## config.mk

```make
export PLATFORM = sky130hd
export DESIGN_NAME = pch_config_regs
export DESIGN_NICKNAME = d
export VERILOG_FILES = /design/src/hdl/pch_pkg.sv /design/src/hdl/pch_config_regs.sv
export SDC_FILE = /design/constraint.sdc
export NUM_CORES = 1
export LEC_CHECK = 0
export CORE_UTILIZATION = 45
export CTS_BUF_LIST = sky130_fd_sc_hd__clkbuf_16
export DETAILED_ROUTE_END_ITERATION = 8
export DONT_BUFFER_PORTS = 1
export PLACE_DENSITY = 0.62
export SETUP_SLACK_MARGIN = 0.15
export SLEW_MARGIN = 25
export SYNTH_ARGS = -nofsm -noshare
export SYNTH_HDL_FRONTEND = slang
export SYNTH_SLANG_ARGS = --single-unit
```

## constraint.sdc

```tcl
create_clock -name clk -period 3.95 [get_ports clk]
set_input_delay 0.79 -clock clk [delete_from_list [all_inputs] [get_ports clk]]
set_output_delay 0.79 -clock clk [all_outputs]
set_load 0.01 [all_outputs]
```

## src/hdl/pch_pkg.sv

```systemverilog
// Constants for the type-zero configuration header register bank
// Overview of operation
// (RL1) Target abort sets status bit 12
// (RL2) Master abort sets status bit 13
// (RL3) System error signalled sets status bit 14
// (RL4) Any parity error sets status bit 15
// (RL5) Writing one clears flag; zero keeps it
// (RL6) Revision code read-only, build-time parameter
// (RL7) Class code 24-bit read-only, default FF0000
// (RL8) Latency timer bits 7..3 writable, 2..0 zero
// (RL9) Master transaction decrements timer every clock
// (RL10) Header type reads 00, read-only
// (RL11) Window base has n writable upper bits
// (RL12) Sizing readback shows zeros in lower bits
// (RL13) Base bits 3..0 read zero: memory, anywhere
// (RL14) Board maker code read-only build-time parameter
// (RL15) Board variant code read-only build-time parameter
// (RL16) Interrupt route read/write, resets to FF
// (RL17) Interrupt pin reads 01, read-only
// (RL18) Minimum grant reads 10, read-only
// (RL19) Maximum latency reads 00, read-only
// (RL20) Master data phases use all byte enables
// (RL21) Target window writes honour byte enables
// (RL22) Unimplemented offsets read zero, ignore writes
package pch_pkg;

    // ------------------------------------------------------------
    // Printed byte offsets of the header fields
    // ------------------------------------------------------------
    localparam logic [7:0] OFS_STATUS = 8'h06;
    localparam logic [7:0] OFS_REVISION = 8'h08;
    localparam logic [7:0] OFS_CATEGORY = 8'h09;
    localparam logic [7:0] OFS_HOLD_TIMER = 8'h0D;
    localparam logic [7:0] OFS_HEADER = 8'h0E;
    localparam logic [7:0] OFS_WINDOW = 8'h10;
    localparam logic [7:0] OFS_MAKER = 8'h2C;
    localparam logic [7:0] OFS_VARIANT = 8'h2E;
    localparam logic [7:0] OFS_IRQ_ROUTE = 8'h3C;
    localparam logic [7:0] OFS_IRQ_PIN = 8'h3D;
    localparam logic [7:0] OFS_BURST = 8'h3E;
    localparam logic [7:0] OFS_INTERVAL = 8'h3F;

    // ------------------------------------------------------------
    // Status flag positions within the 16-bit status field
    // ------------------------------------------------------------
    localparam int BIT_TGT_ABORT = 12;
    localparam int BIT_MST_ABORT = 13;
    localparam int BIT_SYS_ERR = 14;
    localparam int BIT_PAR_ERR = 15;
    localparam int STATUS_LANE_LSB = 16;

    // ------------------------------------------------------------
    // Reset and fixed values
    // ------------------------------------------------------------
    localparam logic [3:0] FLAGS_RST = 4'h0;
    localparam logic [23:0] CATEGORY_DEFAULT = 24'hFF0000;
    localparam logic [7:0] HOLD_TIMER_RST = 8'h00;
    localparam logic [4:0] HOLD_TIMER_HI_RST = 5'h00;
    localparam int HOLD_TIMER_LSB = 3;
    localparam logic [7:0] HEADER_VALUE = 8'h00;
    localparam logic [7:0] IRQ_ROUTE_RST = 8'hFF;
    localparam logic [7:0] IRQ_PIN_VALUE = 8'h01;
    localparam logic [7:0] BURST_VALUE = 8'h10;
    localparam logic [7:0] INTERVAL_VALUE = 8'h00;
    localparam logic [3:0] WINDOW_LOW_BITS = 4'h0;
    localparam logic [3:0] ALL_LANES = 4'hF;
    localparam logic [31:0] ZERO_WORD = 32'h0000_0000;
    localparam int WINDOW_BITS_MAX = 12;
    localparam int WINDOW_BITS_MIN = 1;

    // Dword index of a printed byte offset
    function automatic logic [5:0] dword_of(input logic [7:0] ofs);
        dword_of = ofs[7:2];
    endfunction

    // Byte lane of a printed byte offset
    function automatic int lane_of(input logic [7:0] ofs);
        lane_of = int'(ofs[1:0]);
    endfunction

endpackage

```

## src/hdl/pch_config_regs.sv

```systemverilog
// Type-zero configuration header register bank with status flags and window base
`timescale 1ns/1ns
module pch_config_regs #(
    parameter logic [7:0] revision_param = 8'h01,
    parameter logic [23:0] category_param = pch_pkg::CATEGORY_DEFAULT,
    parameter int window_writable_bit_count = 12,
    parameter logic [15:0] board_maker_param = 16'h5A5A,
    parameter logic [15:0] board_variant_param = 16'hA5A5
) (
    input wire logic clk,
    input wire logic sys_rst,
    input wire logic cfgRead,
    input wire logic cfgWrite,
    input wire logic [5:0] cfgDword,
    input wire logic [3:0] cfgByteEn,
    input wire logic [31:0] cfgWrData,
    output logic [31:0] cfgRdData,
    output logic cfgRdValid,
    input wire logic targetAbortEvt,
    input wire logic masterAbortEvt,
    input wire logic sysErrDriven,
    input wire logic parityErrEvt,
    input wire logic masterStart,
    input wire logic masterActive,
    output logic [7:0] holdCount,
    output logic holdExpired,
    output logic [3:0] masterByteEn,
    input wire logic tgtWrite,
    input wire logic [3:0] tgtByteEn,
    input wire logic [31:0] tgtWrData,
    output logic localWrite,
    output logic [3:0] localByteEn,
    output logic [31:0] localWrData,
    output logic [31:0] windowBase,
    output logic [7:0] irqRoute
);
    import pch_pkg::*;

    // Number of bits below the writable part of the window base
    localparam int WIN_LSB = 32 - window_writable_bit_count;

    // ------------------------------------------------------------
    // State
    // ------------------------------------------------------------
    logic [3:0] flags_r;
    logic [4:0] holdHi_r;
    logic [31:0] windowReg_r;
    logic [7:0] irqRoute_r;
    logic [7:0] holdCount_r;
    logic holdExpired_r;
    logic [31:0] rdData_r;
    logic rdValid_r;
    logic localWrite_r;
    logic [3:0] localByteEn_r;
    logic [31:0] localWrData_r;
    logic [3:0] masterByteEn_r;
    logic [31:0] windowMask;
    logic [31:0] rdWord;
    logic [3:0] flagSet;
    logic [3:0] flagClr;
    logic statusWr;

    // Byte-lane merge used by the window base dword
    function automatic logic [31:0] lane_merge(input logic [31:0] old,
                                                input logic [31:0] wd,
                                                input logic [3:0] be);
        logic [31:0] res;
        res = old;
        for (int i = 0; i < 4; i++) begin
            if (be[i]) begin
                res[8*i +: 8] = wd[8*i +: 8];
            end
        end
        lane_merge = res;
    endfunction

    // ------------------------------------------------------------
    // Window base mask: only the top n bits hold an address
    // ------------------------------------------------------------
    always_comb begin
        windowMask = ZERO_WORD;
        for (int i = WIN_LSB; i < 32; i++) begin
            windowMask[i] = 1'b1; // RL11
        end
    end

    // ------------------------------------------------------------
    // Status flags: hardware set wins over a software clear
    // ------------------------------------------------------------
    always_comb begin
        flagSet = '0;
        flagSet[BIT_TGT_ABORT - 12] = targetAbortEvt; // RL1
        flagSet[BIT_MST_ABORT - 12] = masterAbortEvt; // RL2
        flagSet[BIT_SYS_ERR - 12] = sysErrDriven; // RL3
        flagSet[BIT_PAR_ERR - 12] = parityErrEvt; // RL4
        statusWr = cfgWrite && (cfgDword == dword_of(OFS_STATUS)) && cfgByteEn[3];
        flagClr = statusWr ? cfgWrData[STATUS_LANE_LSB + 15 -: 4] : 4'h0; // RL5
    end

    // Ones written clear flags, zeros leave them; writes never set
    always_ff @(posedge clk) begin
        if (sys_rst) begin
            flags_r <= FLAGS_RST;
        end else begin
            flags_r <= (flags_r & ~flagClr) | flagSet; // RL5
        end
    end

    // ------------------------------------------------------------
    // Writable header fields
    // ------------------------------------------------------------
    // Latency timer keeps only bits 7..3; the low three stay zero
    always_ff @(posedge clk) begin
        if (sys_rst) begin
            holdHi_r <= HOLD_TIMER_HI_RST;
        end else if (cfgWrite && cfgDword == dword_of(OFS_HOLD_TIMER)
                     && cfgByteEn[lane_of(OFS_HOLD_TIMER)]) begin
            holdHi_r <= cfgWrData[8*lane_of(OFS_HOLD_TIMER) + 7 -: 5]; // RL8
        end
    end

    // Window base; bits below the writable part never store, so sizing works
    always_ff @(posedge clk) begin
        if (sys_rst) begin
            windowReg_r <= ZERO_WORD;
        end else if (cfgWrite && cfgDword == dword_of(OFS_WINDOW)) begin
            windowReg_r <= lane_merge(windowReg_r, cfgWrData, cfgByteEn) & windowMask; // RL12
        end
    end

    // Interrupt route, written by system software at power-up
    always_ff @(posedge clk) begin
        if (sys_rst) begin
            irqRoute_r <= IRQ_ROUTE_RST; // RL16
        end else if (cfgWrite && cfgDword == dword_of(OFS_IRQ_ROUTE)
                     && cfgByteEn[lane_of(OFS_IRQ_ROUTE)]) begin
            irqRoute_r <= cfgWrData[8*lane_of(OFS_IRQ_ROUTE) +: 8]; // RL16
        end
    end

    // ------------------------------------------------------------
    // Read mux; unknown dwords and unused bits return zero
    // ------------------------------------------------------------
    always_comb begin
        rdWord = ZERO_WORD; // RL22
        unique case (cfgDword)
            dword_of(OFS_STATUS): begin
                rdWord[STATUS_LANE_LSB + 15 -: 4] = flags_r;
            end
            dword_of(OFS_REVISION): begin
                rdWord[8*lane_of(OFS_REVISION) +: 8] = revision_param; // RL6
                rdWord[8*lane_of(OFS_CATEGORY) +: 24] = category_param; // RL7
            end
            dword_of(OFS_HOLD_TIMER): begin
                rdWord[8*lane_of(OFS_HOLD_TIMER) +: 8] = {holdHi_r, 3'b000}; // RL8
                rdWord[8*lane_of(OFS_HEADER) +: 8] = HEADER_VALUE; // RL10
            end
            dword_of(OFS_WINDOW): begin
                rdWord = {windowReg_r[31:4], WINDOW_LOW_BITS}; // RL13
            end
            dword_of(OFS_MAKER): begin
                rdWord[8*lane_of(OFS_MAKER) +: 16] = board_maker_param; // RL14
                rdWord[8*lane_of(OFS_VARIANT) +: 16] = board_variant_param; // RL15
            end
            dword_of(OFS_IRQ_ROUTE): begin
                rdWord[8*lane_of(OFS_IRQ_ROUTE) +: 8] = irqRoute_r;
                rdWord[8*lane_of(OFS_IRQ_PIN) +: 8] = IRQ_PIN_VALUE; // RL17
                rdWord[8*lane_of(OFS_BURST) +: 8] = BURST_VALUE; // RL18
                rdWord[8*lane_of(OFS_INTERVAL) +: 8] = INTERVAL_VALUE; // RL19
            end
            default: begin
                rdWord = ZERO_WORD; // RL22
            end
        endcase
    end

    // Read answers one clock after the request; data holds until next read
    always_ff @(posedge clk) begin
        if (sys_rst) begin
            rdData_r <= ZERO_WORD;
            rdValid_r <= 1'b0;
        end else begin
            rdValid_r <= cfgRead;
            if (cfgRead) begin
                rdData_r <= rdWord;
            end
        end
    end

    // ------------------------------------------------------------
    // Bus-ownership counter: loads at master start, counts down
    // ------------------------------------------------------------
    always_ff @(posedge clk) begin
        if (sys_rst) begin
            holdCount_r <= HOLD_TIMER_RST;
            holdExpired_r <= 1'b0;
        end else if (masterStart) begin
            holdCount_r <= {holdHi_r, 3'b000};
            holdExpired_r <= ({holdHi_r, 3'b000} == HOLD_TIMER_RST);
        end else if (masterActive) begin
            // Stops at zero so a long tenure cannot wrap and regain time
            if (holdCount_r != HOLD_TIMER_RST) begin
                holdCount_r <= holdCount_r - 8'h01; // RL9
            end
            holdExpired_r <= (holdCount_r <= 8'h01);
        end else begin
            holdExpired_r <= 1'b0;
        end
    end

    // ------------------------------------------------------------
    // Data paths: master uses whole words, target writes keep lanes
    // ------------------------------------------------------------
    always_ff @(posedge clk) begin
        if (sys_rst) begin
            masterByteEn_r <= 4'h0;
        end else begin
            masterByteEn_r <= ALL_LANES; // RL20
        end
    end

    always_ff @(posedge clk) begin
        if (sys_rst) begin
            localWrite_r <= 1'b0;
            localByteEn_r <= 4'h0;
            localWrData_r <= ZERO_WORD;
        end else begin
            localWrite_r <= tgtWrite;
            localByteEn_r <= tgtWrite ? tgtByteEn : 4'h0; // RL21
            if (tgtWrite) begin
                localWrData_r <= tgtWrData;
            end
        end
    end

    // ------------------------------------------------------------
    // Outputs straight from flip-flops
    // ------------------------------------------------------------
    assign cfgRdData = rdData_r;
    assign cfgRdValid = rdValid_r;
    assign holdCount = holdCount_r;
    assign holdExpired = holdExpired_r;
    assign masterByteEn = masterByteEn_r;
    assign localWrite = localWrite_r;
    assign localByteEn = localByteEn_r;
    assign localWrData = localWrData_r;
    assign windowBase = windowReg_r;
    assign irqRoute = irqRoute_r;

endmodule

```

==> flow_summary_export.csv <==
group,metric,value,unit
run_status,status,"finished clean",
floorplanning,die_width,99.9,um
cts,insertion_delay,0.34,ns
cells_and_area,nets,532,
timing,rsz0062_at_grt,"no",
global_routing,grt_max_degree,101,
place,io_buffer_count,0,
cells_and_area,final.fill_count,902,
synthesis,synth-edff-count,0,
detailed_routing,antenna_left,0,
cts,cts_buffers,9,
cells_and_area,final_area,4530,um^2
synthesis,synth_area_leader_cell,"dfxtp_1",
synthesis,ys_warn_count,0,
pwr,power.total,2.13,mW
cells_and_area,multi_input_area,1970,um^2
cts,cts_buffer_depth,2,
cts,cts_tree,"yes",
floorplanning,die_y,99.9,um
synthesis,netlist_instances,461,
synthesis,yosysSeqAreaShare,0.483,
setup_path,crit_chain,"or4b_4, nor3_2, a22oi_1, a211oi_1",
setup_path,worstSetupStartpointType,"input pin",
cells_and_area,drive_gt1_frac,0.0494,
pwr,power_leakage,1.76,nW
setup_path,cp.arrival,2.42,ns
setup_path,end_kind,"register",
place,post_dp_cell_area,4230,um^2
floorplanning,rows,35,
synthesis,synth_cell_types,45,
global_routing,grt_pass1_vias,2887,
global_routing,grt_overflow,0,
place,hpwl,6480,um
cts,post_cts_buffers,0,
place,gp_congestion,0.831,
timing,finClkSkew,0.00651,ns
cells_and_area,area_growth,5.02,%
detailed_routing,wirelength,9170,um
floorplanning,core,9280,um^2
setup_path,crit_type,"input pin to register",
timing,tns,0,ns
synthesis,synth_top_area_share,0.483,
global_routing,antenna_found_initial,0,
floorplanning,pin_count,212,
cts,cts-root-buf,"clkbuf_16",
cells_and_area,utilization,0.488,
pwr,powerDensity,469,nW/um^2
cells_and_area,register_area,2080,um^2
cts,ctsResizeCount,0,
timing,tightest_slew,0.857,ns
floorplanning,die_area,9980,um^2
timing,setup_viol,0,
synthesis,syn_avg_cell_area,9.36,um^2
detailed_routing,post_drt_wl_per_cell,16.0,um
flow_run,drv_cap,0,
cts,clock-sinks,104,
global_routing,grt_pass1_wl,14200,um
timing,fin_crit,2.17,ns
detailed_routing,drt-initial-drc-count,97,
cells_and_area,fin_cells,574,
synthesis,netlist_area,4310,um^2
pwr,vdd_drop_max,0.289,mV
cts,cts_hold_buf,0,
timing,max_freq,461,MHz
cts,ctsHtreeMaxLevel,3,
detailed_routing,routed_via_density,5.29,
timing,drv_slew,0,
synthesis,ys.flop_type,"dfxtp_1",
setup_path,cpPeakStageDelay,0.64,ns
cells_and_area,n_antenna_cell,0,
hold_path,hp-class,"register to register",
setup_path,crit_fanout,12,
detailed_routing,via_count,3039,
setup_path,required,4.20,ns
timing,period_share,0.549,
timing,hold_viol_final,0,
floorplanning,initial_core_util,0.465,
place,placed_cells,558,
synthesis,synthTopCellsByArea,"dfxtp_1 (48%), mux2i_1 (12%), nor2_1 (7.7%)",
synthesis,synth-seq-cells,104,
detailed_routing,dr.pass1.iters,4,
detailed_routing,drc,0,
synthesis,async_flop_share,0,
setup_path,slowest_stage,"nor3_2",
cts,cts.clk_slew.worst_paths,0.07,ns
global_routing,grt.total_usage,0.180,
timing,relSlewSlack,0.426,
-- worst max-delay path, delay by kind of cell --
family	cells	cell delay [ns]
AO/OA/AOI/OAI	2	0.40
AND/OR/NAND/NOR	2	1.23
-- stage by stage --
| stage | hold slack [ns] | setup WS (ns) |
|---|---|---|
| finish | 0.511 | 1.78 |
| global route | 0.501 | 1.65 |
| CTS | 0.504 | 1.78 |
| detailed placement | 0.496 | 1.43 |
| global placement | 0.493 | 1.44 |
| floorplan | 0.474 | 1.52 |
-- Yosys cell counts, types with 4 or more instances --
cell type  count
a21oi_1       26
buf_1          7
a211oi_1      11
nand2b_1      10
nor2_1        88
a22o_1         5
mux2i_1       52
dfxtp_1      104
o21ai_0        5
a21o_1         4
nand3_1        9
nor3_1        17
o21a_1         5
and2_1         4
inv_1          5
a21boi_1       5
xnor2_1        4
buf_4         28
nand2_1       15
clkbuf_1      15
-- per-layer routing --
metal  global-route usage  share of wire  vias up
met3               0.0717           0.10       10
met1                0.216           0.43     1393
li1                     -              -     1494
met4               0.0690          0.013        0
met5                    0              0        -
met2                0.289           0.46      142
-- cell families (layout without fill, tap and decap cells) --
kind of cell             count (synthesis)  after routing  synth area share
AO/OA/AOI/OAI                           72             72             0.110
multiplexers                            52             52             0.121
flip-flops                             104            104             0.483
AND/OR/NAND/NOR                        166            166             0.190
adder cells (fa/ha/maj)                  3              3           0.00870
XOR/XNOR                                 4              4           0.00812
other                                    1             23          0.000869
buffers and inverters                   59             21            0.0798
-- worst paths after layout --
check	from	end	slack (ns)	cells after the start
worst min-delay path	cfgRdData[5]	cfgRdData[5]	0.51	2
worst max register to register	holdCount[0]	holdCount[1]	2.08	6
worst max-delay path	cfgDword[1]	cfgRdData[29]	1.78	4
worst min register to register	cfgRdData[5]	cfgRdData[5]	0.51	2
-- cells in the final DEF, fill, tap and decap left out, drive strengths merged --
master	n
a31oi	1
a311oi	2
or3b	2
nand2b	10
nand2	15
dfxtp	104
nand3	9
xnor2	4
a21o	4
nor3b	1
a2111oi	1
clkbuf	9
nor3	20
and2	4
o21ai	6
nor2	88
a22oi	2
a21boi	6
or4b	1
and4	1
nand3b	1
or3	2
o21a	5
inv	8
clkinv	3
o2111ai	1
a211oi	11
ha	3
o2bb2ai	2
a21oi	26
nor4	5
a22o	5
or4	3
nor2b	3
mux2i	52
clkinvlp	1
and2b	1
conb	23
-- registers in the layout, summed over array words and instances (netlist names) --
signal and cells:
masterByteEn 1, irqRoute 8, localWrite 1, localByteEn 4, cfgRdValid 1, windowBase 12, holdCount 8, localWrData 32
flags_r 4, holdHi_r 5, holdExpired 1, cfgRdData 27
-- power by group --
part	switching, mW	internal (mW)
clock	0.422	0.447
sequential	0.0475	1.09
combinational	0.0638	0.0589
total	0.534	1.59
-- cell type report --
type                    instances  area share
flip-flops and latches        104       0.460
multi-input cells             320       0.435
clock buffers                   9      0.0497
well taps                     129      0.0356
clock inverters                 7      0.0160
inverters                       5     0.00414
Power figures use the tool's default switching activity.
